[config.mk]
export PLATFORM = sky130hd
export DESIGN_NAME = led_pwm_shutdown_open_detect
export DESIGN_NICKNAME = d
export VERILOG_FILES = /design/src/inc/led_driver_pkg.sv /design/src/led_pwm_shutdown_open_detect.sv /design/src/pwm_channel.sv
export SDC_FILE = /design/constraint.sdc
export NUM_CORES = 2
export LEC_CHECK = 0
export ABC_AREA = 1
export BUFFER_PORTS_ARGS = -buffer_cell sky130_fd_sc_hd__buf_2
export CAP_MARGIN = 10
export CELL_PAD_IN_SITES_DETAIL_PLACEMENT = 1
export CELL_PAD_IN_SITES_GLOBAL_PLACEMENT = 2
export CORE_MARGIN = 2
export CORE_UTILIZATION = 39
export CTS_BUF_LIST = sky130_fd_sc_hd__clkbuf_8
export CTS_CLUSTER_DIAMETER = 60
export CTS_CLUSTER_SIZE = 24
export DETAILED_ROUTE_END_ITERATION = 10
export GPL_ROUTABILITY_DRIVEN = 0
export PLACE_DENSITY_LB_ADDON = 0.1
export SYNTH_ARGS = -nofsm -noshare
export SYNTH_HDL_FRONTEND = slang
export SYNTH_SLANG_ARGS = --single-unit
[constraint.sdc]
create_clock -name clk -period 7.97 [get_ports clk]
set_input_delay 1.1955 -clock clk [delete_from_list [all_inputs] [get_ports clk]]
set_output_delay 1.1955 -clock clk [all_outputs]
set_load 0.01 [all_outputs]
[src/inc/led_driver_pkg.sv]
package led_driver_pkg;

    localparam int NUM_CHANNELS = 18;

    // Register offsets
    localparam logic [7:0] ADDR_CONFIG = 8'h00;
    localparam logic [7:0] ADDR_GLOBAL_CURRENT = 8'h01;
    localparam logic [7:0] ADDR_SCALE_FIRST = 8'h02;
    localparam logic [7:0] ADDR_SCALE_LAST = 8'h13;
    localparam logic [7:0] ADDR_OPEN_DETECT = 8'h14;
    localparam logic [7:0] ADDR_SPREAD = 8'h19;
    localparam logic [7:0] ADDR_DC_FORCE_FIRST = 8'h1a;
    localparam logic [7:0] ADDR_DC_FORCE_LAST = 8'h1c;
    localparam logic [7:0] ADDR_PWM_FIRST = 8'h1f;
    localparam logic [7:0] ADDR_PWM_LAST = 8'h30;
    localparam logic [7:0] ADDR_BLINK_FREQ = 8'h34;
    localparam logic [7:0] ADDR_BLINK_DUTY = 8'h35;
    localparam logic [7:0] ADDR_SCALE_UPDATE = 8'h36;
    localparam logic [7:0] ADDR_UPDATE = 8'h37;
    localparam logic [7:0] ADDR_RESET = 8'h3f;
    localparam logic [7:0] ADDR_OPEN_STATUS_FIRST = 8'h95;
    localparam logic [7:0] ADDR_OPEN_STATUS_LAST = 8'h97;

    // Command values
    localparam logic [7:0] UPDATE_KEY = 8'h00;
    localparam logic [7:0] RESET_KEY = 8'hae;

    // Field positions
    localparam int CFG_SOFT_SHUTDOWN_N_BIT = 0;
    localparam int CFG_PWM_FAST_BIT = 1;
    localparam int CFG_LOW_CURRENT_RANGE_BIT = 5;
    localparam int OD_ENABLE_BIT = 0;
    localparam int OD_REPORT_BIT = 1;
    localparam int SPREAD_CYCLE_LSB = 0;
    localparam int SPREAD_RANGE_LSB = 2;
    localparam int SPREAD_ENABLE_BIT = 4;
    localparam int DC_LOW_LSB = 0;
    localparam int DC_HIGH_LSB = 4;
    localparam int DC_PER_REG = 6;
    localparam int DC_PER_GROUP = 3;
    localparam int STATUS_PER_REG = 8;

    // Values after reset
    localparam logic [7:0] RESET_BYTE = 8'h00;
    localparam logic RESET_IRQ_N = 1'b1;

    // PWM timing: one period is 256 steps of the shared counter
    localparam int CLK_PERIOD_NS = 10;
    localparam int PWM_STEPS = 256;
    localparam int PWM_SLOW_PERIOD_NS = 5000000;
    localparam int PWM_FAST_PERIOD_NS = 40000;
    localparam int PWM_SLOW_STEP_CYCLES = PWM_SLOW_PERIOD_NS / (CLK_PERIOD_NS * PWM_STEPS);
    localparam int PWM_FAST_STEP_CYCLES = PWM_FAST_PERIOD_NS / (CLK_PERIOD_NS * PWM_STEPS);
    localparam int PRESCALE_WIDTH = 11;

endpackage : led_driver_pkg

[src/led_pwm_shutdown_open_detect.sv]
module led_pwm_shutdown_open_detect
    import led_driver_pkg::*;
(
    input wire logic clk,
    input wire logic rst_n,
    input wire logic [7:0] addr,
    input wire logic [7:0] wdata,
    input wire logic wr_en,
    input wire logic rd_en,
    output logic [7:0] rdata,
    input wire logic hw_shutdown_n,
    input wire logic [NUM_CHANNELS-1:0] open_sense,
    output logic [NUM_CHANNELS-1:0] led_channel,
    output logic [NUM_CHANNELS-1:0][7:0] channel_scale,
    output logic [7:0] global_current,
    output logic low_current_range,
    output logic spread_enable,
    output logic [1:0] spread_range,
    output logic [1:0] spread_cycle,
    output logic fault_irq_n,
    output logic iface_reset
);

    typedef struct packed {
        logic soft_shutdown_n;
        logic pwm_fast;
        logic low_current_range;
        logic [7:0] global_current;
        logic [NUM_CHANNELS-1:0][7:0] scale_pending;
        logic [NUM_CHANNELS-1:0][7:0] scale_active;
        logic [NUM_CHANNELS-1:0][7:0] pwm_pending;
        logic [NUM_CHANNELS-1:0][7:0] pwm_active;
        logic [7:0] blink_freq_pending;
        logic [7:0] blink_freq_active;
        logic [7:0] blink_duty_pending;
        logic [7:0] blink_duty_active;
        logic [NUM_CHANNELS-1:0] dc_force;
        logic open_detect_enable;
        logic open_fault_report_en;
        logic spread_enable;
        logic [1:0] spread_range;
        logic [1:0] spread_cycle;
        logic [NUM_CHANNELS-1:0] open_status;
    } regs_t;

    typedef struct packed {
        regs_t regs;
        logic [PRESCALE_WIDTH-1:0] prescale;
        logic [7:0] pwm_count;
        logic hw_shutdown_prev;
        logic open_detect_prev;
        logic fault_irq_n;
        logic iface_reset;
        logic [7:0] rdata;
    } state_t;

    state_t s_reg;
    state_t s_next;
    logic [NUM_CHANNELS-1:0] channel_drive;
    logic channels_enabled;
    logic [4:0] scale_idx;
    logic [4:0] pwm_idx;
    logic [1:0] dc_idx;
    logic [1:0] status_idx;
    logic [PRESCALE_WIDTH-1:0] step_limit;
    logic [7:0] rd_value;

    assign scale_idx = 5'(addr - ADDR_SCALE_FIRST);
    assign pwm_idx = 5'(addr - ADDR_PWM_FIRST);
    assign dc_idx = 2'(addr - ADDR_DC_FORCE_FIRST);
    assign status_idx = 2'(addr - ADDR_OPEN_STATUS_FIRST);

    // Both shutdowns only gate the sinks; no register is touched here
    assign channels_enabled = s_reg.regs.soft_shutdown_n && hw_shutdown_n;

    always_comb begin
        if (s_reg.regs.pwm_fast) begin
            step_limit = PRESCALE_WIDTH'(PWM_FAST_STEP_CYCLES - 1);
        end else begin
            step_limit = PRESCALE_WIDTH'(PWM_SLOW_STEP_CYCLES - 1);
        end
    end

    // Read mux; unmapped and write-only command addresses read as zero
    always_comb begin
        rd_value = RESET_BYTE;
        if (addr == ADDR_CONFIG) begin
            rd_value[CFG_SOFT_SHUTDOWN_N_BIT] = s_reg.regs.soft_shutdown_n;
            rd_value[CFG_PWM_FAST_BIT] = s_reg.regs.pwm_fast;
            rd_value[CFG_LOW_CURRENT_RANGE_BIT] = s_reg.regs.low_current_range;
        end else if (addr == ADDR_GLOBAL_CURRENT) begin
            rd_value = s_reg.regs.global_current;
        end else if (addr >= ADDR_SCALE_FIRST && addr <= ADDR_SCALE_LAST) begin
            rd_value = s_reg.regs.scale_pending[scale_idx];
        end else if (addr == ADDR_OPEN_DETECT) begin
            rd_value[OD_ENABLE_BIT] = s_reg.regs.open_detect_enable;
            rd_value[OD_REPORT_BIT] = s_reg.regs.open_fault_report_en;
        end else if (addr == ADDR_SPREAD) begin
            rd_value[SPREAD_CYCLE_LSB +: 2] = s_reg.regs.spread_cycle;
            rd_value[SPREAD_RANGE_LSB +: 2] = s_reg.regs.spread_range;
            rd_value[SPREAD_ENABLE_BIT] = s_reg.regs.spread_enable;
        end else if (addr >= ADDR_DC_FORCE_FIRST && addr <= ADDR_DC_FORCE_LAST) begin
            for (int b = 0; b < DC_PER_GROUP; b++) begin
                rd_value[DC_LOW_LSB + b] = s_reg.regs.dc_force[dc_idx * DC_PER_REG + b];
                rd_value[DC_HIGH_LSB + b] = s_reg.regs.dc_force[dc_idx * DC_PER_REG + DC_PER_GROUP + b];
            end
        end else if (addr >= ADDR_PWM_FIRST && addr <= ADDR_PWM_LAST) begin
            rd_value = s_reg.regs.pwm_pending[pwm_idx];
        end else if (addr == ADDR_BLINK_FREQ) begin
            rd_value = s_reg.regs.blink_freq_pending;
        end else if (addr == ADDR_BLINK_DUTY) begin
            rd_value = s_reg.regs.blink_duty_pending;
        end else if (addr >= ADDR_OPEN_STATUS_FIRST && addr <= ADDR_OPEN_STATUS_LAST) begin
            for (int b = 0; b < STATUS_PER_REG; b++) begin
                if (status_idx * STATUS_PER_REG + b < NUM_CHANNELS) begin
                    rd_value[b] = s_reg.regs.open_status[status_idx * STATUS_PER_REG + b];
                end
            end
        end
    end

    always_comb begin
        s_next = s_reg;
        s_next.iface_reset = 1'b0;
        s_next.rdata = RESET_BYTE;

        // Shared step prescaler and period counter for every channel
        if (s_reg.prescale >= step_limit) begin
            s_next.prescale = '0;
            s_next.pwm_count = s_reg.pwm_count + 8'h01;
        end else begin
            s_next.prescale = s_reg.prescale + PRESCALE_WIDTH'(1);
        end

        // Pin rising edge only restarts the serial engine outside
        s_next.hw_shutdown_prev = hw_shutdown_n;
        if (hw_shutdown_n && !s_reg.hw_shutdown_prev) begin
            s_next.iface_reset = 1'b1;
        end

        // Register port is served regardless of either shutdown
        if (rd_en) begin
            s_next.rdata = rd_value;
        end

        // Open status capture
        s_next.open_detect_prev = s_reg.regs.open_detect_enable;
        if (s_reg.regs.open_detect_enable && !s_reg.open_detect_prev) begin
            s_next.regs.open_status = '0;
        end else if (s_reg.regs.open_detect_enable) begin
            // An off sink gives no valid reading, so its last result is kept
            for (int c = 0; c < NUM_CHANNELS; c++) begin
                if (channel_drive[c]) begin
                    s_next.regs.open_status[c] = open_sense[c];
                end
            end
        end

        s_next.fault_irq_n = !(s_reg.regs.open_fault_report_en && (|s_reg.regs.open_status));

        if (wr_en) begin
            if (addr == ADDR_CONFIG) begin
                s_next.regs.soft_shutdown_n = wdata[CFG_SOFT_SHUTDOWN_N_BIT];
                s_next.regs.pwm_fast = wdata[CFG_PWM_FAST_BIT];
                s_next.regs.low_current_range = wdata[CFG_LOW_CURRENT_RANGE_BIT];
            end else if (addr == ADDR_GLOBAL_CURRENT) begin
                s_next.regs.global_current = wdata;
            end else if (addr >= ADDR_SCALE_FIRST && addr <= ADDR_SCALE_LAST) begin
                s_next.regs.scale_pending[scale_idx] = wdata;
            end else if (addr == ADDR_OPEN_DETECT) begin
                s_next.regs.open_detect_enable = wdata[OD_ENABLE_BIT];
                s_next.regs.open_fault_report_en = wdata[OD_REPORT_BIT];
            end else if (addr == ADDR_SPREAD) begin
                s_next.regs.spread_cycle = wdata[SPREAD_CYCLE_LSB +: 2];
                s_next.regs.spread_range = wdata[SPREAD_RANGE_LSB +: 2];
                s_next.regs.spread_enable = wdata[SPREAD_ENABLE_BIT];
            end else if (addr >= ADDR_DC_FORCE_FIRST && addr <= ADDR_DC_FORCE_LAST) begin
                for (int b = 0; b < DC_PER_GROUP; b++) begin
                    s_next.regs.dc_force[dc_idx * DC_PER_REG + b] = wdata[DC_LOW_LSB + b];
                    s_next.regs.dc_force[dc_idx * DC_PER_REG + DC_PER_GROUP + b] = wdata[DC_HIGH_LSB + b];
                end
            end else if (addr >= ADDR_PWM_FIRST && addr <= ADDR_PWM_LAST) begin
                s_next.regs.pwm_pending[pwm_idx] = wdata;
            end else if (addr == ADDR_BLINK_FREQ) begin
                s_next.regs.blink_freq_pending = wdata;
            end else if (addr == ADDR_BLINK_DUTY) begin
                s_next.regs.blink_duty_pending = wdata;
            end else if (addr == ADDR_SCALE_UPDATE && wdata == UPDATE_KEY) begin
                s_next.regs.scale_active = s_reg.regs.scale_pending;
            end else if (addr == ADDR_UPDATE && wdata == UPDATE_KEY) begin
                s_next.regs.pwm_active = s_reg.regs.pwm_pending;
                s_next.regs.blink_freq_active = s_reg.regs.blink_freq_pending;
                s_next.regs.blink_duty_active = s_reg.regs.blink_duty_pending;
            end else if (addr == ADDR_RESET && wdata == RESET_KEY) begin
                // Software reset also drops soft_shutdown_n, blanking the outputs
                s_next.regs = '0;
            end
        end
    end

    always_ff @(posedge clk) begin
        if (!rst_n) begin
            s_reg <= '0;
            s_reg.fault_irq_n <= RESET_IRQ_N;
            s_reg.hw_shutdown_prev <= 1'b1;
        end else begin
            s_reg <= s_next;
        end
    end

    // One comparator per channel against the shared count
    for (genvar c = 0; c < NUM_CHANNELS; c++) begin : g_channel
        pwm_channel u_channel (
            .clk(clk),
            .rst_n(rst_n),
            .count(s_reg.pwm_count),
            .duty(s_reg.regs.pwm_active[c]),
            .dc_force(s_reg.regs.dc_force[c]),
            .enable(channels_enabled),
            .drive(channel_drive[c])
        );
    end

    assign led_channel = channel_drive;
    assign channel_scale = s_reg.regs.scale_active;
    assign global_current = s_reg.regs.global_current;
    assign low_current_range = s_reg.regs.low_current_range;
    assign spread_enable = s_reg.regs.spread_enable;
    assign spread_range = s_reg.regs.spread_range;
    assign spread_cycle = s_reg.regs.spread_cycle;
    assign fault_irq_n = s_reg.fault_irq_n;
    assign iface_reset = s_reg.iface_reset;
    assign rdata = s_reg.rdata;

endmodule : led_pwm_shutdown_open_detect

[src/pwm_channel.sv]
module pwm_channel
    import led_driver_pkg::*;
(
    input wire logic clk,
    input wire logic rst_n,
    input wire logic [7:0] count,
    input wire logic [7:0] duty,
    input wire logic dc_force,
    input wire logic enable,
    output logic drive
);

    typedef struct packed {
        logic drive;
    } channel_state_t;

    channel_state_t s_reg;
    channel_state_t s_next;

    always_comb begin
        s_next = s_reg;
        // Duty 0 never turns on; dc_force bypasses the compare entirely
        s_next.drive = enable && (dc_force || (count < duty));
    end

    always_ff @(posedge clk) begin
        if (!rst_n) begin
            s_reg <= '0;
        end else begin
            s_reg <= s_next;
        end
    end

    assign drive = s_reg.drive;

endmodule : pwm_channel

; ---- Word-level counts from Yosys, hierarchy flattened
; Index checks and enable logic that the tools add are counted.
[totals]
register_bits = 711
[classes]
muxes = 162
reduce_logical = 75
n_addsub = 18
order_cmp = 59
n_mul = 1
n_bitwise = 9
n_eq_ne = 75
[op_table]
columns = op, n
row1 = 2-to-1 mux 587 bit, 9
row2 = 2-to-1 mux 219 bit, 8
row3 = 2-to-1 mux 662 bit, 1
row4 = 2-to-1 mux 639 bit, 1
row5 = 2-to-1 mux 637 bit, 1
row6 = 2-to-1 mux 619 bit, 1
row7 = 2-to-1 mux 603 bit, 1
row8 = 2-to-1 mux 144 bit, 4
row9 = 2-to-1 mux 443 bit, 1
row10 = 2-to-1 mux 363 bit, 1
row11 = 2-to-1 mux 299 bit, 1
row12 = bitwise mux 144 bit, 2
row13 = less-than comparator 32 x 5 -> 1 bit (second input constant), 7
row14 = 2-to-1 mux 25 bit, 7
row15 = 2-to-1 mux 18 bit, 9
row16 = 2-to-1 mux 155 bit, 1
row17 = less-than comparator 8 bit, 18
row18 = 2-to-1 mux 8 bit, 18
row19 = AND reduction 12 bit, 11
row20 = bitwise mux 18 bit, 6
row21 = != test 9 bit (second input constant), 9
row22 = binary-select mux 8 bit (select 5 bit), 2
row23 = demux 8 bit (select 5 bit), 2
row24 = 2-to-1 mux 67 bit, 1
row25 = other kinds (71), 277

; ---- Longest topological paths before layout
[depth]
word_depth = 37
ltp_mapped = 21

; ---- Modules after synthesis
; A second synthesis with hierarchy kept.
[hier_totals]
cells_unflattened = 6090
area_unflattened_um2 = 39496.6
[by_module_without_submodules]
columns = mod, area_each_um2, n_inst, cells_each
row1 = led_pwm_shutdown_open_detect, 35442.7, 1, 5442
row2 = pwm_channel, 225.2, 18, 36

; ---- Worst setup path before layout
; No wires, ideal clock.
[synth_path]
path_kind = input-to-reg
from = input addr[0]
to = register s_reg[106] (netlist bit)
setup_time_ps = 111
cell_stages = 18
path_slack_ps = 3576
arrival_ps = 4282
t_required_ps = 7859
cell_sequence = buf_2 clkinv_1 clkbuf_1 clkbuf_1 clkbuf_1 ha_1 clkbuf_1 nand3_2 nand2_1 nor2_2 nand2_2 nor2_4 nand3_1 buf_2 buf_1 nand4_1 nand2_1 nor2_1
[synth_via]
elab_chain_len = 22
elab_cells_between_ends = 53
[synth_lines]
columns = item, line
row1 = start: declaration, led_pwm_shutdown_open_detect.sv:6  ; input wire logic [7:0] addr,
row2 = equality test 8 x 6 -> 1 bit, led_pwm_shutdown_open_detect.sv:190  ; end else if (addr == ADDR_UPDATE && wdata == UPDATE_KEY) begin
row3 = logical AND 1 bit, led_pwm_shutdown_open_detect.sv:190
row4 = 2-to-1 mux 144 bit, led_pwm_shutdown_open_detect.sv:190
row5 = 2-to-1 mux 363 bit, led_pwm_shutdown_open_detect.sv:188  ; end else if (addr == ADDR_SCALE_UPDATE && wdata == UPDATE_KEY) begin
row6 = 2-to-1 mux 603 bit, led_pwm_shutdown_open_detect.sv:186  ; end else if (addr == ADDR_BLINK_DUTY) begin
row7 = 2-to-1 mux 587 bit, led_pwm_shutdown_open_detect.sv:184  ; end else if (addr == ADDR_BLINK_FREQ) begin
row8 = 2-to-1 mux 587 bit, led_pwm_shutdown_open_detect.sv:182  ; end else if (addr >= ADDR_PWM_FIRST && addr <= ADDR_PWM_LAST) begin
row9 = 2-to-1 mux 587 bit, led_pwm_shutdown_open_detect.sv:177  ; end else if (addr >= ADDR_DC_FORCE_FIRST && addr <= ADDR_DC_FORCE_LAST) begin
row10 = [6 not listed], --
row11 = 2-to-1 mux 219 bit, led_pwm_shutdown_open_detect.sv:182
row12 = 2-to-1 mux 219 bit, led_pwm_shutdown_open_detect.sv:177
row13 = 2-to-1 mux 219 bit, led_pwm_shutdown_open_detect.sv:173  ; end else if (addr == ADDR_SPREAD) begin
row14 = 2-to-1 mux 219 bit, led_pwm_shutdown_open_detect.sv:170  ; end else if (addr == ADDR_OPEN_DETECT) begin
row15 = 2-to-1 mux 219 bit, led_pwm_shutdown_open_detect.sv:168  ; end else if (addr >= ADDR_SCALE_FIRST && addr <= ADDR_SCALE_LAST) begin
row16 = 2-to-1 mux 219 bit, led_pwm_shutdown_open_detect.sv:166  ; end else if (addr == ADDR_GLOBAL_CURRENT) begin
row17 = 2-to-1 mux 219 bit, led_pwm_shutdown_open_detect.sv:162  ; if (addr == ADDR_CONFIG) begin
row18 = 2-to-1 mux 219 bit, led_pwm_shutdown_open_detect.sv:161  ; if (wr_en) begin
row19 = end signal: assignment, led_pwm_shutdown_open_detect.sv:207  ; s_reg <= s_next;
row20 = end: declaration, led_pwm_shutdown_open_detect.sv:57  ; state_t s_reg;
; Several ways; a longest one is shown, not always the timed one. The select of a mux whose other input is x is not followed.
; A chain may end at the register's enable or synchronous reset.

; ---- Worst setup path after layout
[layout_path]
from = input addr[0]
to = register s_reg[198] (netlist bit)
; The elaborated chain is that of the path after synthesis.

==> results by group <==
Critical path
  • CP Class: in2reg
  • Critical R2R Launch: s_reg[13]$_SDFFE_PN0P_
  • Worst-case reg-to-reg path depth: 8
  • Worst path cell trace: buf_6 -> inv_4 -> ha_1 -> o21ai_1 -> nand2_2 -> inv_4 -> nand2_2 -> nor2_4 -> nand2_1 -> nor2_4 -> and3_4 -> buf_4 -> nor2_1 -> nor2_1
  • FF-to-FF setup slack: 5360 ps
  • Crit end category: flop
  • CP arrival: 5990 ps
  • Setup crit start: addr[0]
  • Max FO, Critical Path: 94
  • Critical Path RT: 8650 ps
  • Slowest stage delay, CP: 950 ps
  • Crit-path slowest cell: buf_4
  • Capture point of the critical path: s_reg[198]$_SDFFE_PN0P_
  • Critical R2R Capture: g_channel[7].u_channel.drive$_SDFF_PN0_
  • Setup crit start kind: primary input

Yosys
  • Most used DFF post-synth: dfxtp_1
  • Simple-gate share of the synthesized area: 27.2%
  • Asr flop ratio synth: 0%
  • Post-synth cell types: 54
  • Ys Warns: 0
  • Dominant cell type by area after synthesis: dfxtp_1
  • Syn_area_per_cell: 6.77 um2
  • Share of the synthesized area in the top cell type: 37.3%
  • Complex-gate fraction of the synthesized area: 16.6%
  • Mux contribution to synthesized area: 0.161%
  • Flops & latches, synth: 695
  • Post-Syn Area: 37300 um2
  • Largest family of logic cells by synthesized area: simple AND/OR/NAND/NOR gates
  • Post-Synth XOR/XNOR Area: 0.164%
  • Leading post-synthesis cells by cell area: dfxtp_1, nand2_1, a21oi_1
  • Sequential area share after synthesis: 37.3%
  • Post-Synth Adder-Cell Area: 4.96%
  • Synth Net Count: 5701
  • Post-Syn Instances: 5514
  • EDFF count, synth: 0

Routing
  • Met3 WL post-DR: 7670 um
  • Wire length on met2: 63900 um
  • # DRC: 0
  • Antenna Nets Post-Route: 0
  • Via count: 36700
  • WL/cell: 21.7 um
  • Met1 Wirelength: 70100 um
  • Via density: 5.49
  • DR iter-0 viols: 3121
  • DRT Pass-1 Iters: 6
  • Highest Signal Layer: met5
  • WL final: 145000 um

Finish
  • Share of cells above drive strength 1: 9.04%
  • Number of flip-flops under the largest register name: 508
  • Non-Filler Instances: 6695
  • Most frequent cells in the layout: nand2_1, dfxtp_1, a21oi_1
  • Finished Cell Area: 39700 um2
  • Leading cell type in the layout, fill and taps excluded: nand2_1
  • Layout fillers: 12300
  • Util after Layout: 41.8%
  • Final Net Count: 5550
  • Layout area overhead: 6.28%
  • FF+latch area: 13900 um2
  • Multi-input gate area: 18400 um2

Pwr
  • Post-route total power: 7.28 mW
  • Peak VDD IR: 120 uV
  • Leak Pwr: 14.9 nW
  • Pwr dens: 183 nW/um2

Timing
  • Setup Total Neg Slack: 0 ps
  • Slew Viols, Final: 0
  • Hold_ws: 388 ps
  • # setup viols final: 0
  • Tmin final: 5310 ps
  • Final Skew: 36.9 ps
  • Final Hold Viols: 0
  • Least-Margin Pin Slew: 1190 ps
  • Final period util: 66.7%
  • RSZ-0062 raised after global routing: false
  • Worst slew margin: 20.5%
  • Setup slack after layout: 2660 ps
  • Max Clk Rate: 188 MHz

Hold path
  • WHS Path Cells: 1
  • Worst min-delay path category: reg2reg

Global route
  • Overall Global Routing Usage: 28.9%
  • Initial antenna violation count: 4
  • Largest net degree at the start of global routing: 220
  • GR Overflow Total: 0
  • Vias in the first global route: 36200
  • Global-route wire length before repair: 222000 um

Clock tree
  • Clock Sinks: 695
  • CTS Buf Count: 78
  • Setup Fix Bufs, Post-CTS: 0
  • CTS tree: done
  • Clock transition at path regs: 90 ps
  • Root Driver: clkbuf_8
  • Worst-case clock buffer depth: 3
  • Clock Latency Late Sink: 760 ps
  • H-Tree Depth: 3
  • Post-CTS sizing: 0
  • Hold-fix buffers, CTS: 0

Floorplanning
  • Chip height: 313 um
  • Top-level port count: 225
  • Die Width: 313 um
  • Cell Rows: 113
  • Core area: 94900 um2
  • Die footprint: 98200 um2
  • Starting Density: 39.3%

Outcome
  • Status: complete, no violations

Placed design
  • Port bufs: 224
  • Placement-stage worst setup slack: 1930 ps
  • Placed Area: 37900 um2
  • Post-DP HPWL: 96900 um
  • Dpl cells: 6548

Run
  • Maxcap violations: 0
==> metal layers <==
| metal | vias up | global-route usage [%] |
|---|---|---|
| met1 | 17900 | 41.8 |
| met5 | - | 0 |
| li1 | 17600 | - |
| met3 | 207 | 3.59 |
| met4 | 2 | 8.04 |
| met2 | 952 | 45.1 |
==> synth_stat cells, types with 3 or more instances <==
cell,number
a22oi_1,9
nand4_1,195
mux2i_1,6
o31ai_1,3
nand3_2,3
clkbuf_1,220
o21ai_1,16
nor2_2,13
o22ai_1,10
xor2_1,5
nor3b_1,3
nor4_1,8
a211oi_1,12
o21ai_2,3
inv_2,11
dfxtp_1,695
a31oi_1,8
nand3_1,449
o21ai_0,344
o211ai_1,61
a21boi_0,20
buf_6,8
nor2_1,596
nand2_2,5
nor3_1,31
buf_1,32
buf_4,192
nand3b_1,3
nor2_4,3
buf_2,71
ha_1,148
inv_1,580
a21oi_1,659
nand2_1,1054
clkinv_1,9
==> report_power, final <==
group	switching (mW)	total (mW)	leakage (nW)	internal, mW
registers	0.0332	3.57	5.62	3.53
logic	0.680	0.908	8.35	0.228
clock network	1.61	2.80	0.892	1.19
total	2.33	7.28	14.9	4.95
==> how the worst min path moves through the flow <==
stage | slack, ps | start | to
after global routing | 410 | s_reg[11]$_SDFF_PN1_ | iface_reset$_SDFF_PN0_
after CTS | 390 | s_reg[11]$_SDFF_PN1_ | iface_reset$_SDFF_PN0_
after floorplan | 370 | s_reg[11]$_SDFF_PN1_ | iface_reset$_SDFF_PN0_
after detailed placement | 380 | s_reg[11]$_SDFF_PN1_ | iface_reset$_SDFF_PN0_
final | 390 | s_reg[11]$_SDFF_PN1_ | iface_reset$_SDFF_PN0_
after global placement | 370 | s_reg[11]$_SDFF_PN1_ | iface_reset$_SDFF_PN0_
==> cell type report <==
cell class / instances / share of cell area, %
clock buffer: 86 / 2.98
inverter: 601 / 5.73
tap: 1265 / 3.99
multi-input combinational: 3695 / 46.3
sequential: 695 / 35.1
clock inverter: 60 / 1.43
timing repair buffer: 292 / 4.41
antenna: 1 / 0.00631
==> logic make-up (layout without fill, tap and decap cells) <==
| group | after synthesis | count (layout) |
|---|---|---|
| AO/OA/AOI/OAI | 1163 | 1163 |
| other | 0 | 1 |
| AND/OR/NAND/NOR | 2371 | 2371 |
| flip-flops | 695 | 695 |
| adder cells (fa/ha/maj) | 148 | 148 |
| buffers and inverters | 1124 | 1039 |
| XOR/XNOR | 7 | 7 |
| multiplexers | 6 | 6 |
==> critical path: cells and delay by family <==
kind | cells | cell delay (ps)
compound gates | 1 | 220
fa+ha+maj | 1 | 480
buf+inv | 4 | 2220
simple gates | 8 | 1660
No activity file was read; power rests on OpenSTA's default activity.
